==> src/logic/dmx_pkg.sv <==
// Purpose: Shared constants for the multi-channel transfer core.
// Assumes: One system clock, eight channels, 16-bit words.
// Notes:   Source codes and target addresses name the DMA-ready map.
package dmx_pkg;

    // ------------------------------------------------------------------
    // Sizes
    // ------------------------------------------------------------------
    localparam int NUM_CHAN   = 8;
    localparam int CHAN_W     = 3;
    localparam int SRC_W      = 7;
    localparam int NUM_SRC    = 128;
    localparam int ADDR_W     = 16;
    localparam int DATA_W     = 16;
    localparam int CNT_W      = 10;
    localparam int FIFO_DEPTH = 16;
    localparam int FIFO_W     = 34;

    // Fifo entry layout: {target_ok, to_periph, dest_addr, data}
    localparam int FE_DATA_LSB = 0;
    localparam int FE_ADDR_LSB = 16;
    localparam int FE_DIR_BIT  = 32;
    localparam int FE_OK_BIT   = 33;

    localparam logic [3:0] LAST_CHAN_NONE = 4'hF;

    // ------------------------------------------------------------------
    // Request source codes
    // ------------------------------------------------------------------
    localparam logic [6:0] SRC_EXTERNAL_IRQ_ZERO = 7'h00;
    localparam logic [6:0] SRC_TIMER_TWO         = 7'h07;
    localparam logic [6:0] SRC_TIMER_THREE       = 7'h08;
    localparam logic [6:0] SRC_CAPTURE_ONE       = 7'h01;
    localparam logic [6:0] SRC_CAPTURE_TWO       = 7'h05;
    localparam logic [6:0] SRC_COMPARE_ONE       = 7'h02;
    localparam logic [6:0] SRC_COMPARE_TWO       = 7'h06;
    localparam logic [6:0] SRC_SERIAL_ONE        = 7'h0A;
    localparam logic [6:0] SRC_SERIAL_TWO        = 7'h21;
    localparam logic [6:0] SRC_UART_ONE_RX       = 7'h0B;
    localparam logic [6:0] SRC_UART_ONE_TX       = 7'h0C;
    localparam logic [6:0] SRC_UART_TWO_RX       = 7'h1E;
    localparam logic [6:0] SRC_UART_TWO_TX       = 7'h1F;
    localparam logic [6:0] SRC_CAN_RX_READY      = 7'h22;
    localparam logic [6:0] SRC_CAN_TX_REQUEST    = 7'h46;
    localparam logic [6:0] SRC_CODEC_INTERFACE   = 7'h3C;
    localparam logic [6:0] SRC_CONVERTER_DONE    = 7'h0D;
    localparam logic [6:0] SRC_PARALLEL_MASTER   = 7'h2D;
    localparam logic [6:0] SRC_DAC_RIGHT         = 7'h4E;
    localparam logic [6:0] SRC_DAC_LEFT          = 7'h4F;

    // ------------------------------------------------------------------
    // Peripheral target addresses
    // ------------------------------------------------------------------
    localparam logic [15:0] TGT_CAPTURE_ONE   = 16'h0140;
    localparam logic [15:0] TGT_CAPTURE_TWO   = 16'h0144;
    localparam logic [15:0] TGT_COMPARE_ONE_S = 16'h0180;
    localparam logic [15:0] TGT_COMPARE_ONE_P = 16'h0182;
    localparam logic [15:0] TGT_COMPARE_TWO_S = 16'h0186;
    localparam logic [15:0] TGT_COMPARE_TWO_P = 16'h0188;
    localparam logic [15:0] TGT_UART_ONE_TX   = 16'h0224;
    localparam logic [15:0] TGT_UART_ONE_RX   = 16'h0226;
    localparam logic [15:0] TGT_UART_TWO_TX   = 16'h0234;
    localparam logic [15:0] TGT_UART_TWO_RX   = 16'h0236;
    localparam logic [15:0] TGT_SERIAL_ONE    = 16'h0248;
    localparam logic [15:0] TGT_SERIAL_TWO    = 16'h0268;
    localparam logic [15:0] TGT_CODEC_RX      = 16'h0290;
    localparam logic [15:0] TGT_CODEC_TX      = 16'h0298;
    localparam logic [15:0] TGT_CONVERTER     = 16'h0300;
    localparam logic [15:0] TGT_DAC_RIGHT     = 16'h03F6;
    localparam logic [15:0] TGT_DAC_LEFT      = 16'h03F8;
    localparam logic [15:0] TGT_CAN_RX        = 16'h0440;
    localparam logic [15:0] TGT_CAN_TX        = 16'h0442;
    localparam logic [15:0] TGT_PARALLEL      = 16'h0608;

endpackage

==> src/logic/dmx_core.sv <==
// Purpose: Eight-channel transfer core with priority arbitration.
// Assumes: Requests and config come from logic on sys_clk; the dual-port
//          SRAM read port answers in the same cycle.
// Notes:   Channel 0 has the highest priority.
`timescale 1ns/1ps
module dmx_core
    import dmx_pkg::*;
(
    input  wire logic                           sys_clk,
    input  wire logic                           nrst,
    // Per-channel configuration
    input  wire logic [NUM_CHAN-1:0]            chan_enable,
    input  wire logic [NUM_CHAN-1:0]            chan_to_periph,
    input  wire logic [NUM_CHAN-1:0]            chan_periph_indirect,
    input  wire logic [NUM_CHAN-1:0]            chan_use_second,
    input  wire logic [NUM_CHAN-1:0]            chan_force,
    input  wire logic [NUM_CHAN-1:0][SRC_W-1:0] chan_request_select_reg,
    input  wire logic [NUM_CHAN-1:0][ADDR_W-1:0] chan_periph_target_addr,
    input  wire logic [NUM_CHAN-1:0][ADDR_W-1:0] chan_mem_start_first,
    input  wire logic [NUM_CHAN-1:0][ADDR_W-1:0] chan_mem_start_second,
    input  wire logic [NUM_CHAN-1:0][CNT_W-1:0] chan_count_limit,
    // Peripheral requests, indexed by request_source_code
    input  wire logic [NUM_SRC-1:0]             periph_req,
    // Transfer cycle
    output logic                                xfer_active,
    output logic      [CHAN_W-1:0]              xfer_chan,
    output logic      [SRC_W-1:0]               xfer_source,
    input  wire logic [ADDR_W-1:0]              periph_ind_addr,
    output logic                                periph_rd_en,
    output logic      [ADDR_W-1:0]              periph_rd_addr,
    input  wire logic [DATA_W-1:0]              periph_rdata,
    output logic                                sram_rd_en,
    output logic      [ADDR_W-1:0]              sram_rd_addr,
    input  wire logic [DATA_W-1:0]              sram_rdata,
    // Write side, fed from the FIFO
    output logic                                periph_wr_en,
    output logic      [ADDR_W-1:0]              periph_wr_addr,
    output logic      [DATA_W-1:0]              periph_wdata,
    input  wire logic                           periph_wr_ready,
    output logic                                sram_wr_en,
    output logic      [ADDR_W-1:0]              sram_wr_addr,
    output logic      [DATA_W-1:0]              sram_wdata,
    input  wire logic                           sram_wr_ready,
    // Status
    output logic [NUM_CHAN-1:0][CNT_W-1:0]      chan_transfer_count_reg,
    output logic      [NUM_CHAN-1:0]            chan_done_irq,
    output logic      [3:0]                     last_active_channel_field,
    output logic      [NUM_CHAN-1:0]            chan_pending
);

    // ------------------------------------------------------------------
    // Functions
    // ------------------------------------------------------------------

    // Lowest set bit wins: channel 0 has the highest priority
    function automatic logic [CHAN_W-1:0] first_set(
        input logic [NUM_CHAN-1:0] vec
    );
        logic [CHAN_W-1:0] idx;
        idx = '0;
        for (int i = NUM_CHAN - 1; i >= 0; i--) begin
            if (vec[i]) begin
                idx = CHAN_W'(i);
            end
        end
        return idx;
    endfunction

    // Known peripheral targets; anything else is silently unmapped
    function automatic logic target_known(
        input logic [ADDR_W-1:0] addr,
        input logic              write
    );
        logic rd_ok;
        logic wr_ok;
        rd_ok = (addr == TGT_CAPTURE_ONE)  ||
                (addr == TGT_CAPTURE_TWO)  ||
                (addr == TGT_SERIAL_ONE)   ||
                (addr == TGT_SERIAL_TWO)   ||
                (addr == TGT_UART_ONE_RX)  ||
                (addr == TGT_UART_TWO_RX)  ||
                (addr == TGT_CAN_RX)       ||
                (addr == TGT_CODEC_RX)     ||
                (addr == TGT_CONVERTER)    ||
                (addr == TGT_PARALLEL);
        wr_ok = (addr == TGT_COMPARE_ONE_P) ||
                (addr == TGT_COMPARE_ONE_S) ||
                (addr == TGT_COMPARE_TWO_P) ||
                (addr == TGT_COMPARE_TWO_S) ||
                (addr == TGT_SERIAL_ONE)    ||
                (addr == TGT_SERIAL_TWO)    ||
                (addr == TGT_UART_ONE_TX)   ||
                (addr == TGT_UART_TWO_TX)   ||
                (addr == TGT_CAN_TX)        ||
                (addr == TGT_CODEC_TX)      ||
                (addr == TGT_PARALLEL)      ||
                (addr == TGT_DAC_RIGHT)     ||
                (addr == TGT_DAC_LEFT);
        return write ? wr_ok : rd_ok;
    endfunction

    // ------------------------------------------------------------------
    // State
    // ------------------------------------------------------------------
    typedef struct packed {
        logic [NUM_CHAN-1:0]            pend;
        logic                           act_valid;
        logic [CHAN_W-1:0]              act_chan;
        logic [NUM_CHAN-1:0][CNT_W-1:0] count;
        logic [NUM_CHAN-1:0]            done;
        logic [3:0]                     last_chan;
    } dmx_core_type;

    dmx_core_type st;
    dmx_core_type next_st;

    logic [NUM_CHAN-1:0] new_req;
    logic [NUM_CHAN-1:0] clr_req;
    logic                xfer_done;
    logic                tgt_ok;
    logic                to_periph;
    logic [ADDR_W-1:0]   mem_addr;
    logic [ADDR_W-1:0]   mem_base;
    logic [DATA_W-1:0]   xfer_data;
    logic [FIFO_W-1:0]   push_entry;
    logic                fifo_in_ready;
    logic                fifo_out_valid;
    logic                fifo_out_ready;
    logic [FIFO_W-1:0]   fifo_out;
    logic                out_to_periph;
    logic                out_tgt_ok;

    // ------------------------------------------------------------------
    // Request capture
    // ------------------------------------------------------------------

    // Two channels on one source both see the same request bit
    always_comb begin
        for (int i = 0; i < NUM_CHAN; i++) begin
            new_req[i] = chan_enable[i] &&
                (periph_req[chan_request_select_reg[i]] ||
                 chan_force[i]);
        end
    end

    // ------------------------------------------------------------------
    // Active transfer: address and data selection
    // ------------------------------------------------------------------

    // Transfer stalls only while the FIFO is full
    assign xfer_done = st.act_valid && fifo_in_ready;
    assign to_periph = chan_to_periph[st.act_chan];
    assign tgt_ok    = target_known(chan_periph_target_addr[st.act_chan],
                                    to_periph);

    // Register indirect uses periph_ind_addr; otherwise first or second start, plus progress
    always_comb begin
        mem_base = chan_use_second[st.act_chan] ?
                   chan_mem_start_second[st.act_chan] :
                   chan_mem_start_first[st.act_chan];
        if (chan_periph_indirect[st.act_chan]) begin
            mem_addr = periph_ind_addr;
        end else begin
            mem_addr = mem_base +
                ADDR_W'({st.count[st.act_chan], 1'b0});
        end
    end

    // Reads from an unknown target return zero
    always_comb begin
        if (to_periph) begin
            xfer_data = sram_rdata;
        end else if (tgt_ok) begin
            xfer_data = periph_rdata;
        end else begin
            xfer_data = '0;
        end
        push_entry                            = '0;
        push_entry[FE_OK_BIT]                 = tgt_ok;
        push_entry[FE_DIR_BIT]                = to_periph;
        push_entry[FE_ADDR_LSB +: ADDR_W]     = to_periph ?
            chan_periph_target_addr[st.act_chan] : mem_addr;
        push_entry[FE_DATA_LSB +: DATA_W]     = xfer_data;
    end

    // Read strobes are only raised in the transfer cycle itself
    assign xfer_active    = st.act_valid;
    assign xfer_chan      = st.act_chan;
    assign xfer_source    = chan_request_select_reg[st.act_chan];
    assign periph_rd_en   = xfer_done && !to_periph && tgt_ok;
    assign periph_rd_addr = chan_periph_target_addr[st.act_chan];
    assign sram_rd_en     = xfer_done && to_periph;
    assign sram_rd_addr   = mem_addr;

    // ------------------------------------------------------------------
    // Arbitration, pending latches and counters
    // ------------------------------------------------------------------
    always_comb begin
        next_st = st;
        next_st.done = '0;
        clr_req = '0;
        if (xfer_done) begin
            clr_req[st.act_chan] = 1'b1;
        end
        // A new request in the clearing cycle is kept: set wins
        next_st.pend = ((st.pend & ~clr_req) | new_req)
                       & chan_enable;
        // Progress and completion for the finishing channel
        if (xfer_done) begin
            next_st.last_chan = {1'b0, st.act_chan};
            if (st.count[st.act_chan] + 1'b1 ==
                chan_count_limit[st.act_chan]) begin
                next_st.count[st.act_chan] = '0;
                next_st.done[st.act_chan]  = 1'b1;
            end else begin
                next_st.count[st.act_chan] =
                    st.count[st.act_chan] + 1'b1;
            end
        end
        // Disabled channels restart from the first word
        for (int i = 0; i < NUM_CHAN; i++) begin
            if (!chan_enable[i]) begin
                next_st.count[i] = '0;
            end
        end
        // Grant overlaps the running transfer, so no idle cycle
        if (!st.act_valid || xfer_done) begin
            next_st.act_valid = |next_st.pend;
            next_st.act_chan  = first_set(next_st.pend);
        end
    end

    // Reset drops every pending request and all progress
    always_ff @(posedge sys_clk or negedge nrst) begin
        if (!nrst) begin
            st           <= '0;
            st.last_chan <= LAST_CHAN_NONE;
        end else begin
            st <= next_st;
        end
    end

    assign chan_transfer_count_reg   = st.count;
    assign chan_done_irq             = st.done;
    assign last_active_channel_field = st.last_chan;
    assign chan_pending              = st.pend;

    // ------------------------------------------------------------------
    // Write path: FIFO decouples the write ports from the transfer
    // ------------------------------------------------------------------

    // Buffering lets a slow write port absorb bursts without losing data
    dmx_fifo #(
        .WIDTH (FIFO_W),
        .DEPTH (FIFO_DEPTH)
    ) u_fifo (
        .sys_clk   (sys_clk),
        .nrst      (nrst),
        .in_valid  (xfer_done),
        .in_ready  (fifo_in_ready),
        .in_data   (push_entry),
        .out_valid (fifo_out_valid),
        .out_ready (fifo_out_ready),
        .out_data  (fifo_out)
    );

    assign out_to_periph = fifo_out[FE_DIR_BIT];
    assign out_tgt_ok    = fifo_out[FE_OK_BIT];

    // Writes to an unknown target are drained without a strobe
    always_comb begin
        if (out_to_periph) begin
            fifo_out_ready = periph_wr_ready || !out_tgt_ok;
        end else begin
            fifo_out_ready = sram_wr_ready;
        end
    end

    assign periph_wr_en   = fifo_out_valid && out_to_periph
                            && out_tgt_ok;
    assign periph_wr_addr = fifo_out[FE_ADDR_LSB +: ADDR_W];
    assign periph_wdata   = fifo_out[FE_DATA_LSB +: DATA_W];
    assign sram_wr_en     = fifo_out_valid && !out_to_periph;
    assign sram_wr_addr   = fifo_out[FE_ADDR_LSB +: ADDR_W];
    assign sram_wdata     = fifo_out[FE_DATA_LSB +: DATA_W];

endmodule

==> src/logic/dmx_fifo.sv <==
// Purpose: Word FIFO between the transfer cycle and the write port.
// Assumes: Push and pop on one clock.
// Notes:   Read data come from a register stage in front of the array.
`timescale 1ns/1ps
module dmx_fifo #(
    parameter int WIDTH = 34,
    parameter int DEPTH = 16
) (
    input  wire logic             sys_clk,
    input  wire logic             nrst,
    input  wire logic             in_valid,
    output logic                  in_ready,
    input  wire logic [WIDTH-1:0] in_data,
    output logic                  out_valid,
    input  wire logic             out_ready,
    output logic      [WIDTH-1:0] out_data
);
    localparam int PW = $clog2(DEPTH);

    typedef struct packed {
        logic [DEPTH-1:0][WIDTH-1:0] mem;
        logic [PW-1:0]               wr_ptr;
        logic [PW-1:0]               rd_ptr;
        logic [PW:0]                 used;
        logic                        hold_valid;
        logic [WIDTH-1:0]            hold;
    } dmx_fifo_type;

    dmx_fifo_type st;
    dmx_fifo_type next_st;
    logic         push;
    logic         pop;

    // ------------------------------------------------------------------
    // Next state: array write, then refill of the output register
    // ------------------------------------------------------------------
    always_comb begin
        next_st  = st;
        in_ready = (st.used != (PW+1)'(DEPTH));
        push     = in_valid && in_ready;
        pop      = (st.used != '0) && (!st.hold_valid || out_ready);
        if (push) begin
            next_st.mem[st.wr_ptr] = in_data;
            next_st.wr_ptr         = st.wr_ptr + 1'b1;
        end
        if (out_ready) begin
            next_st.hold_valid = 1'b0;
        end
        // Refill from the array; the drain side may stall indefinitely
        if (pop) begin
            next_st.hold       = st.mem[st.rd_ptr];
            next_st.hold_valid = 1'b1;
            next_st.rd_ptr     = st.rd_ptr + 1'b1;
        end
        next_st.used = st.used + (PW+1)'(push) - (PW+1)'(pop);
    end

    always_ff @(posedge sys_clk or negedge nrst) begin
        if (!nrst) begin
            st <= '0;
        end else begin
            st <= next_st;
        end
    end

    assign out_valid = st.hold_valid;
    assign out_data  = st.hold;

endmodule

==> config.mk <==
export PLATFORM = sky130hd
export DESIGN_NAME = dmx_core
export DESIGN_NICKNAME = d
export VERILOG_FILES = /design/src/logic/dmx_pkg.sv /design/src/logic/dmx_core.sv /design/src/logic/dmx_fifo.sv
export SDC_FILE = /design/constraint.sdc
export NUM_CORES = 2
export LEC_CHECK = 0
export BUFFER_PORTS_ARGS = -buffer_cell sky130_fd_sc_hd__buf_2
export CAP_MARGIN = 20
export CORE_AREA = 2 2 375 377
export DETAILED_ROUTE_END_ITERATION = 12
export DIE_AREA = 0 0 377 379
export GPL_TIMING_DRIVEN = 0
export HOLD_SLACK_MARGIN = 0.12
export SLEW_MARGIN = 20
export SYNTH_ARGS = -nofsm -noshare
export SYNTH_HDL_FRONTEND = slang
export SYNTH_HIERARCHICAL = 1
export SYNTH_SLANG_ARGS = --single-unit
export TNS_END_PERCENT = 1
==> constraint.sdc <==
create_clock -name sys_clk -period 8.5 [get_ports sys_clk]
set_input_delay 0 -clock sys_clk [delete_from_list [all_inputs] [get_ports sys_clk]]
set_output_delay 0 -clock sys_clk [all_outputs]
set_load 0.05 [all_outputs]
==> out/summary.md <==
- completed — run status
- 139000 sq um — placeable core region
- 26.4% — Seq pwr share
- 40800 — via count of the first global-routing pass
- 0.000310 V — worst-case vdd ir drop
- false — unrepaired setup endpoints after global routing
- 53700 sq um — cell area reported after detailed placement
- 0 — Max-cap violations
- 8350 ps — Min Clock Period, post-route
- 46200 sq um — synthesized cell area
- dfrtp_1 — Post-synth top flop
- 919 — count of buffers inserted at the top-level ports
- buf_2 (968), dfrtp_1 (692), mux2_2 (557), mux4_2 (453), clkbuf_1 (160) — most frequent cells in the layout
- 0 — Final Max Slew Viols
- buf_2 — most common library cell in the layout ignoring fill and taps
- 6.32 — DR vias/cell
- done — TritonCTS clock tree
- 53.1% — share of post-route cells with drive strength above 1
- 0 — Remaining DRCs
- 0 — post-route ant nets
- 33.3% — initial core utilization
- 60 ps — clock-pin slew reported for the worst setup and hold paths after clock tree synthesis
- 0 — final setup violation count
- 10 — Max FO, Critical Path
- 11.6 mW — cell-internal power
- buf_6 > buf_6 > buf_2 > buf_2 > clkdlybuf4s15_1 > buf_2 > clkbuf_2 > a221o_1 > a222oi_1 > a21oi_1 > ha_1 > a21oi_1 > o21ai_0 > a2111oi_1 > o31ai_1 > a21oi_2 > buf_4 > nor2_1 > xor2_1 > a21oi_2 > buf_2 — cell-by-cell trace of the critical path
- 951 — ports placed on the boundary
- 377 microns — die outline width
- 37.7% — sequential-to-total area share from yosys stat
- 4212 — total nets after synthesis
- 143000 sq um — die outline area
- output pin — CP endpoint kind
- 40700 — total via count after detailed routing
- 24.3% — area grow syn2layout
- 700 ps — clock latency reported for the late side of the worst-skew pair
- 14.8% — Slew HR
- register to output pin — path type of the worst setup path
- 8350 ps — crit path DAT
- 1.01 — routability-driven placement congestion ratio
- 696 — CTS sink count
- 100% — Async SR Flop Fraction
- 204 mm — HPWL after DPL
- 13.4 sq um — average cell area after synthesis
- compound AO/OA/AOI/OAI gates — cell type group with the largest total delay on the critical path
- 57400 sq um — final instance area
- 0 ps — setup TNS after final layout
- 3 — maximum root-to-sink buffer count
- 17.6% — power share of the clock group
- 120 MHz — Max Freq
- 0 — overflow left after global routing
- 61 — number of antenna violations at the first check in global routing
- 1280 ps — Least-Margin Pin Slew
- 364 nW/um^2 — ratio of total power to cell area
- 24.7 nW — static power due to leakage
- 696 — number of register bits inferred by synthesis
- 56.6 ps — Fin Clk Skew
- 0 — count of endpoints failing hold in the final timing report
- 44.4% — switching part of the total
- 4637 — detailed router's first-iteration violation count
- 3 — H-tree Lvls
- 6 — Yosys warnings
- 557 — Largest register FFs
- 9.27 mW — sw power
- 80 — number of clock buffers inserted by TritonCTS
- 40.4 microns — WL per Instance
- 137 — Cell Rows
- 13300 — Fillers
- 379 microns — Die Height
- primary input to register — min-delay worst type
- 0 — number of flops mapped to enable cells by yosys
- 35.8% — gr usage total
- 56.0% — relative contribution of combinational cells to total power
- 20.9 mW — overall power after layout
- 100 — maximum number of pins on one net before global-route repair
- 98.2% — share of the clock period used by the worst path
- 890 ps — maximum single-stage delay on the critical path
- 3448 — Mapped Cells
- register — kind of launch point of the worst setup path
- 348 mm — wire length of the first global-routing pass
- 261 mm — sum of routed wire length over all layers
- a222oi_1 — cell with the largest stage delay on the worst path
- 9 — worst path bufs/invs
- clkbuf_16 — clock tree root driver cell
- 6 — Initial DRT Pass Iterations
- 98 — library cells used by synthesis
- 8500 ps — data required time of the critical path
- 5312 — fin nets
- buf_2 — most frequent CP cell
[cells by family after synthesis]
family | after synthesis | share of synthesized area, %
AOI/OAI and AO/OA | 603 | 9.71
xor gates and xnor gates | 39 | 0.851
adders and majority gates | 24 | 0.683
buffers and inverters | 453 | 5.50
DFF | 696 | 37.7
muxes | 1172 | 40.0
and+or+nand+nor | 461 | 5.58
[cell type report]
class / instances / area [sq um] / share of cell area [%]
timing repair buffer: 1022 / 5850 / 10.2
inverter: 44 / 165 / 0.288
clock buffer: 115 / 2300 / 4.01
tap: 1807 / 2260 / 3.94
buffer: 405 / 2420 / 4.21
multi-input combinational: 2299 / 26400 / 46.0
sequential: 696 / 17400 / 30.4
antenna: 23 / 57.6 / 0.100
clock inverter: 31 / 504 / 0.878
[tightest hold or removal path, delay by kind of cell]
kind / cells / cell delay [ps]
buffers and inverters: 1 / 140
AOI/OAI and AO/OA: 1 / 220
muxes: 1 / 330
and+or+nand+nor: 1 / 130
[Yosys cell counts (50+ instances only)]
cell type,instances,share of area (%)
dfrtp_1,692,37
mux2_2,557,14
buf_4,94,1.5
o22ai_1,105,1.4
a32o_1,81,1.8
clkbuf_1,163,1.3
a221oi_1,50,0.95
buf_2,51,0.55
nor2_1,101,0.82
a21oi_1,90,0.98
a22oi_1,84,1.4
mux2_4,60,2.0
mux4_2,453,22
nand2_1,129,1.0
mux2i_1,66,1.4
[power groups by stage]
| stage | logic (mW) | registers [mW] | clock network [mW] |
|---|---|---|---|
| after floorplan | 7.46 | 5.38 | 0 |
| after global placement | 11.1 | 5.49 | 0 |
| after detailed placement | 11.4 | 5.54 | 0 |
| after CTS | 11.5 | 5.49 | 3.73 |
| after global routing | 12.2 | 5.66 | 3.86 |
| final | 11.7 | 5.52 | 3.67 |
[metrics by stage]
| stage | util [%] | hold WS (ps) | setup slack, ps | instances |
|---|---|---|---|---|
| after global routing | 41.3 | 158 | 0.992 | 6432 |
| after detailed placement | 38.6 | 61.3 | -1200 | 6202 |
| final | 41.3 | 153 | 153 | 6442 |
| after global placement | 38.2 | 299 | -7950 | 6174 |
| after floorplan | - | -296 | 2180 | 3448 |
| after CTS | 41.2 | 125 | -55.8 | 6417 |
[repair_timing]
action / CTS / global route
setup endpoints to repair: 157 / 101
pin swaps: 1 / 3
hold buffers: 71 / 0
gates resized for setup: 14 / 15
endpoints found under the hold margin: 448 / 0
buffers inserted: 0 / 3
[layer usage]
layer	global-route usage (%)	share of wire, %
met5	0	0.082
met3	12.9	11
met2	55.5	45
met1	42.6	37
met4	21.2	7.1
[final timing paths]
kind                       slack (ps)                                       end  cells past startpoint                                      from
max in group asynchronous        6550                u_fifo/st[225]$_DFFE_PN0P_                      6                                      nrst
setup reg to reg                  170                u_fifo/st[418]$_DFFE_PN0P_                     22                  xfer_chan[1]$_DFFE_PN0P_
hold / removal                    150                u_fifo/st[504]$_DFFE_PN0P_                      4                          periph_rdata[14]
hold reg to reg                   480  last_active_channel_field[1]$_DFFE_PN1P_                      2  last_active_channel_field[1]$_DFFE_PN1P_
setup / recovery                  150                          sram_rd_addr[12]                     21                  xfer_chan[1]$_DFFE_PN0P_
min in group asynchronous         560                u_fifo/st[519]$_DFFE_PN0P_                      4                                      nrst
Note: power is estimated with default switching activity, not from simulation.
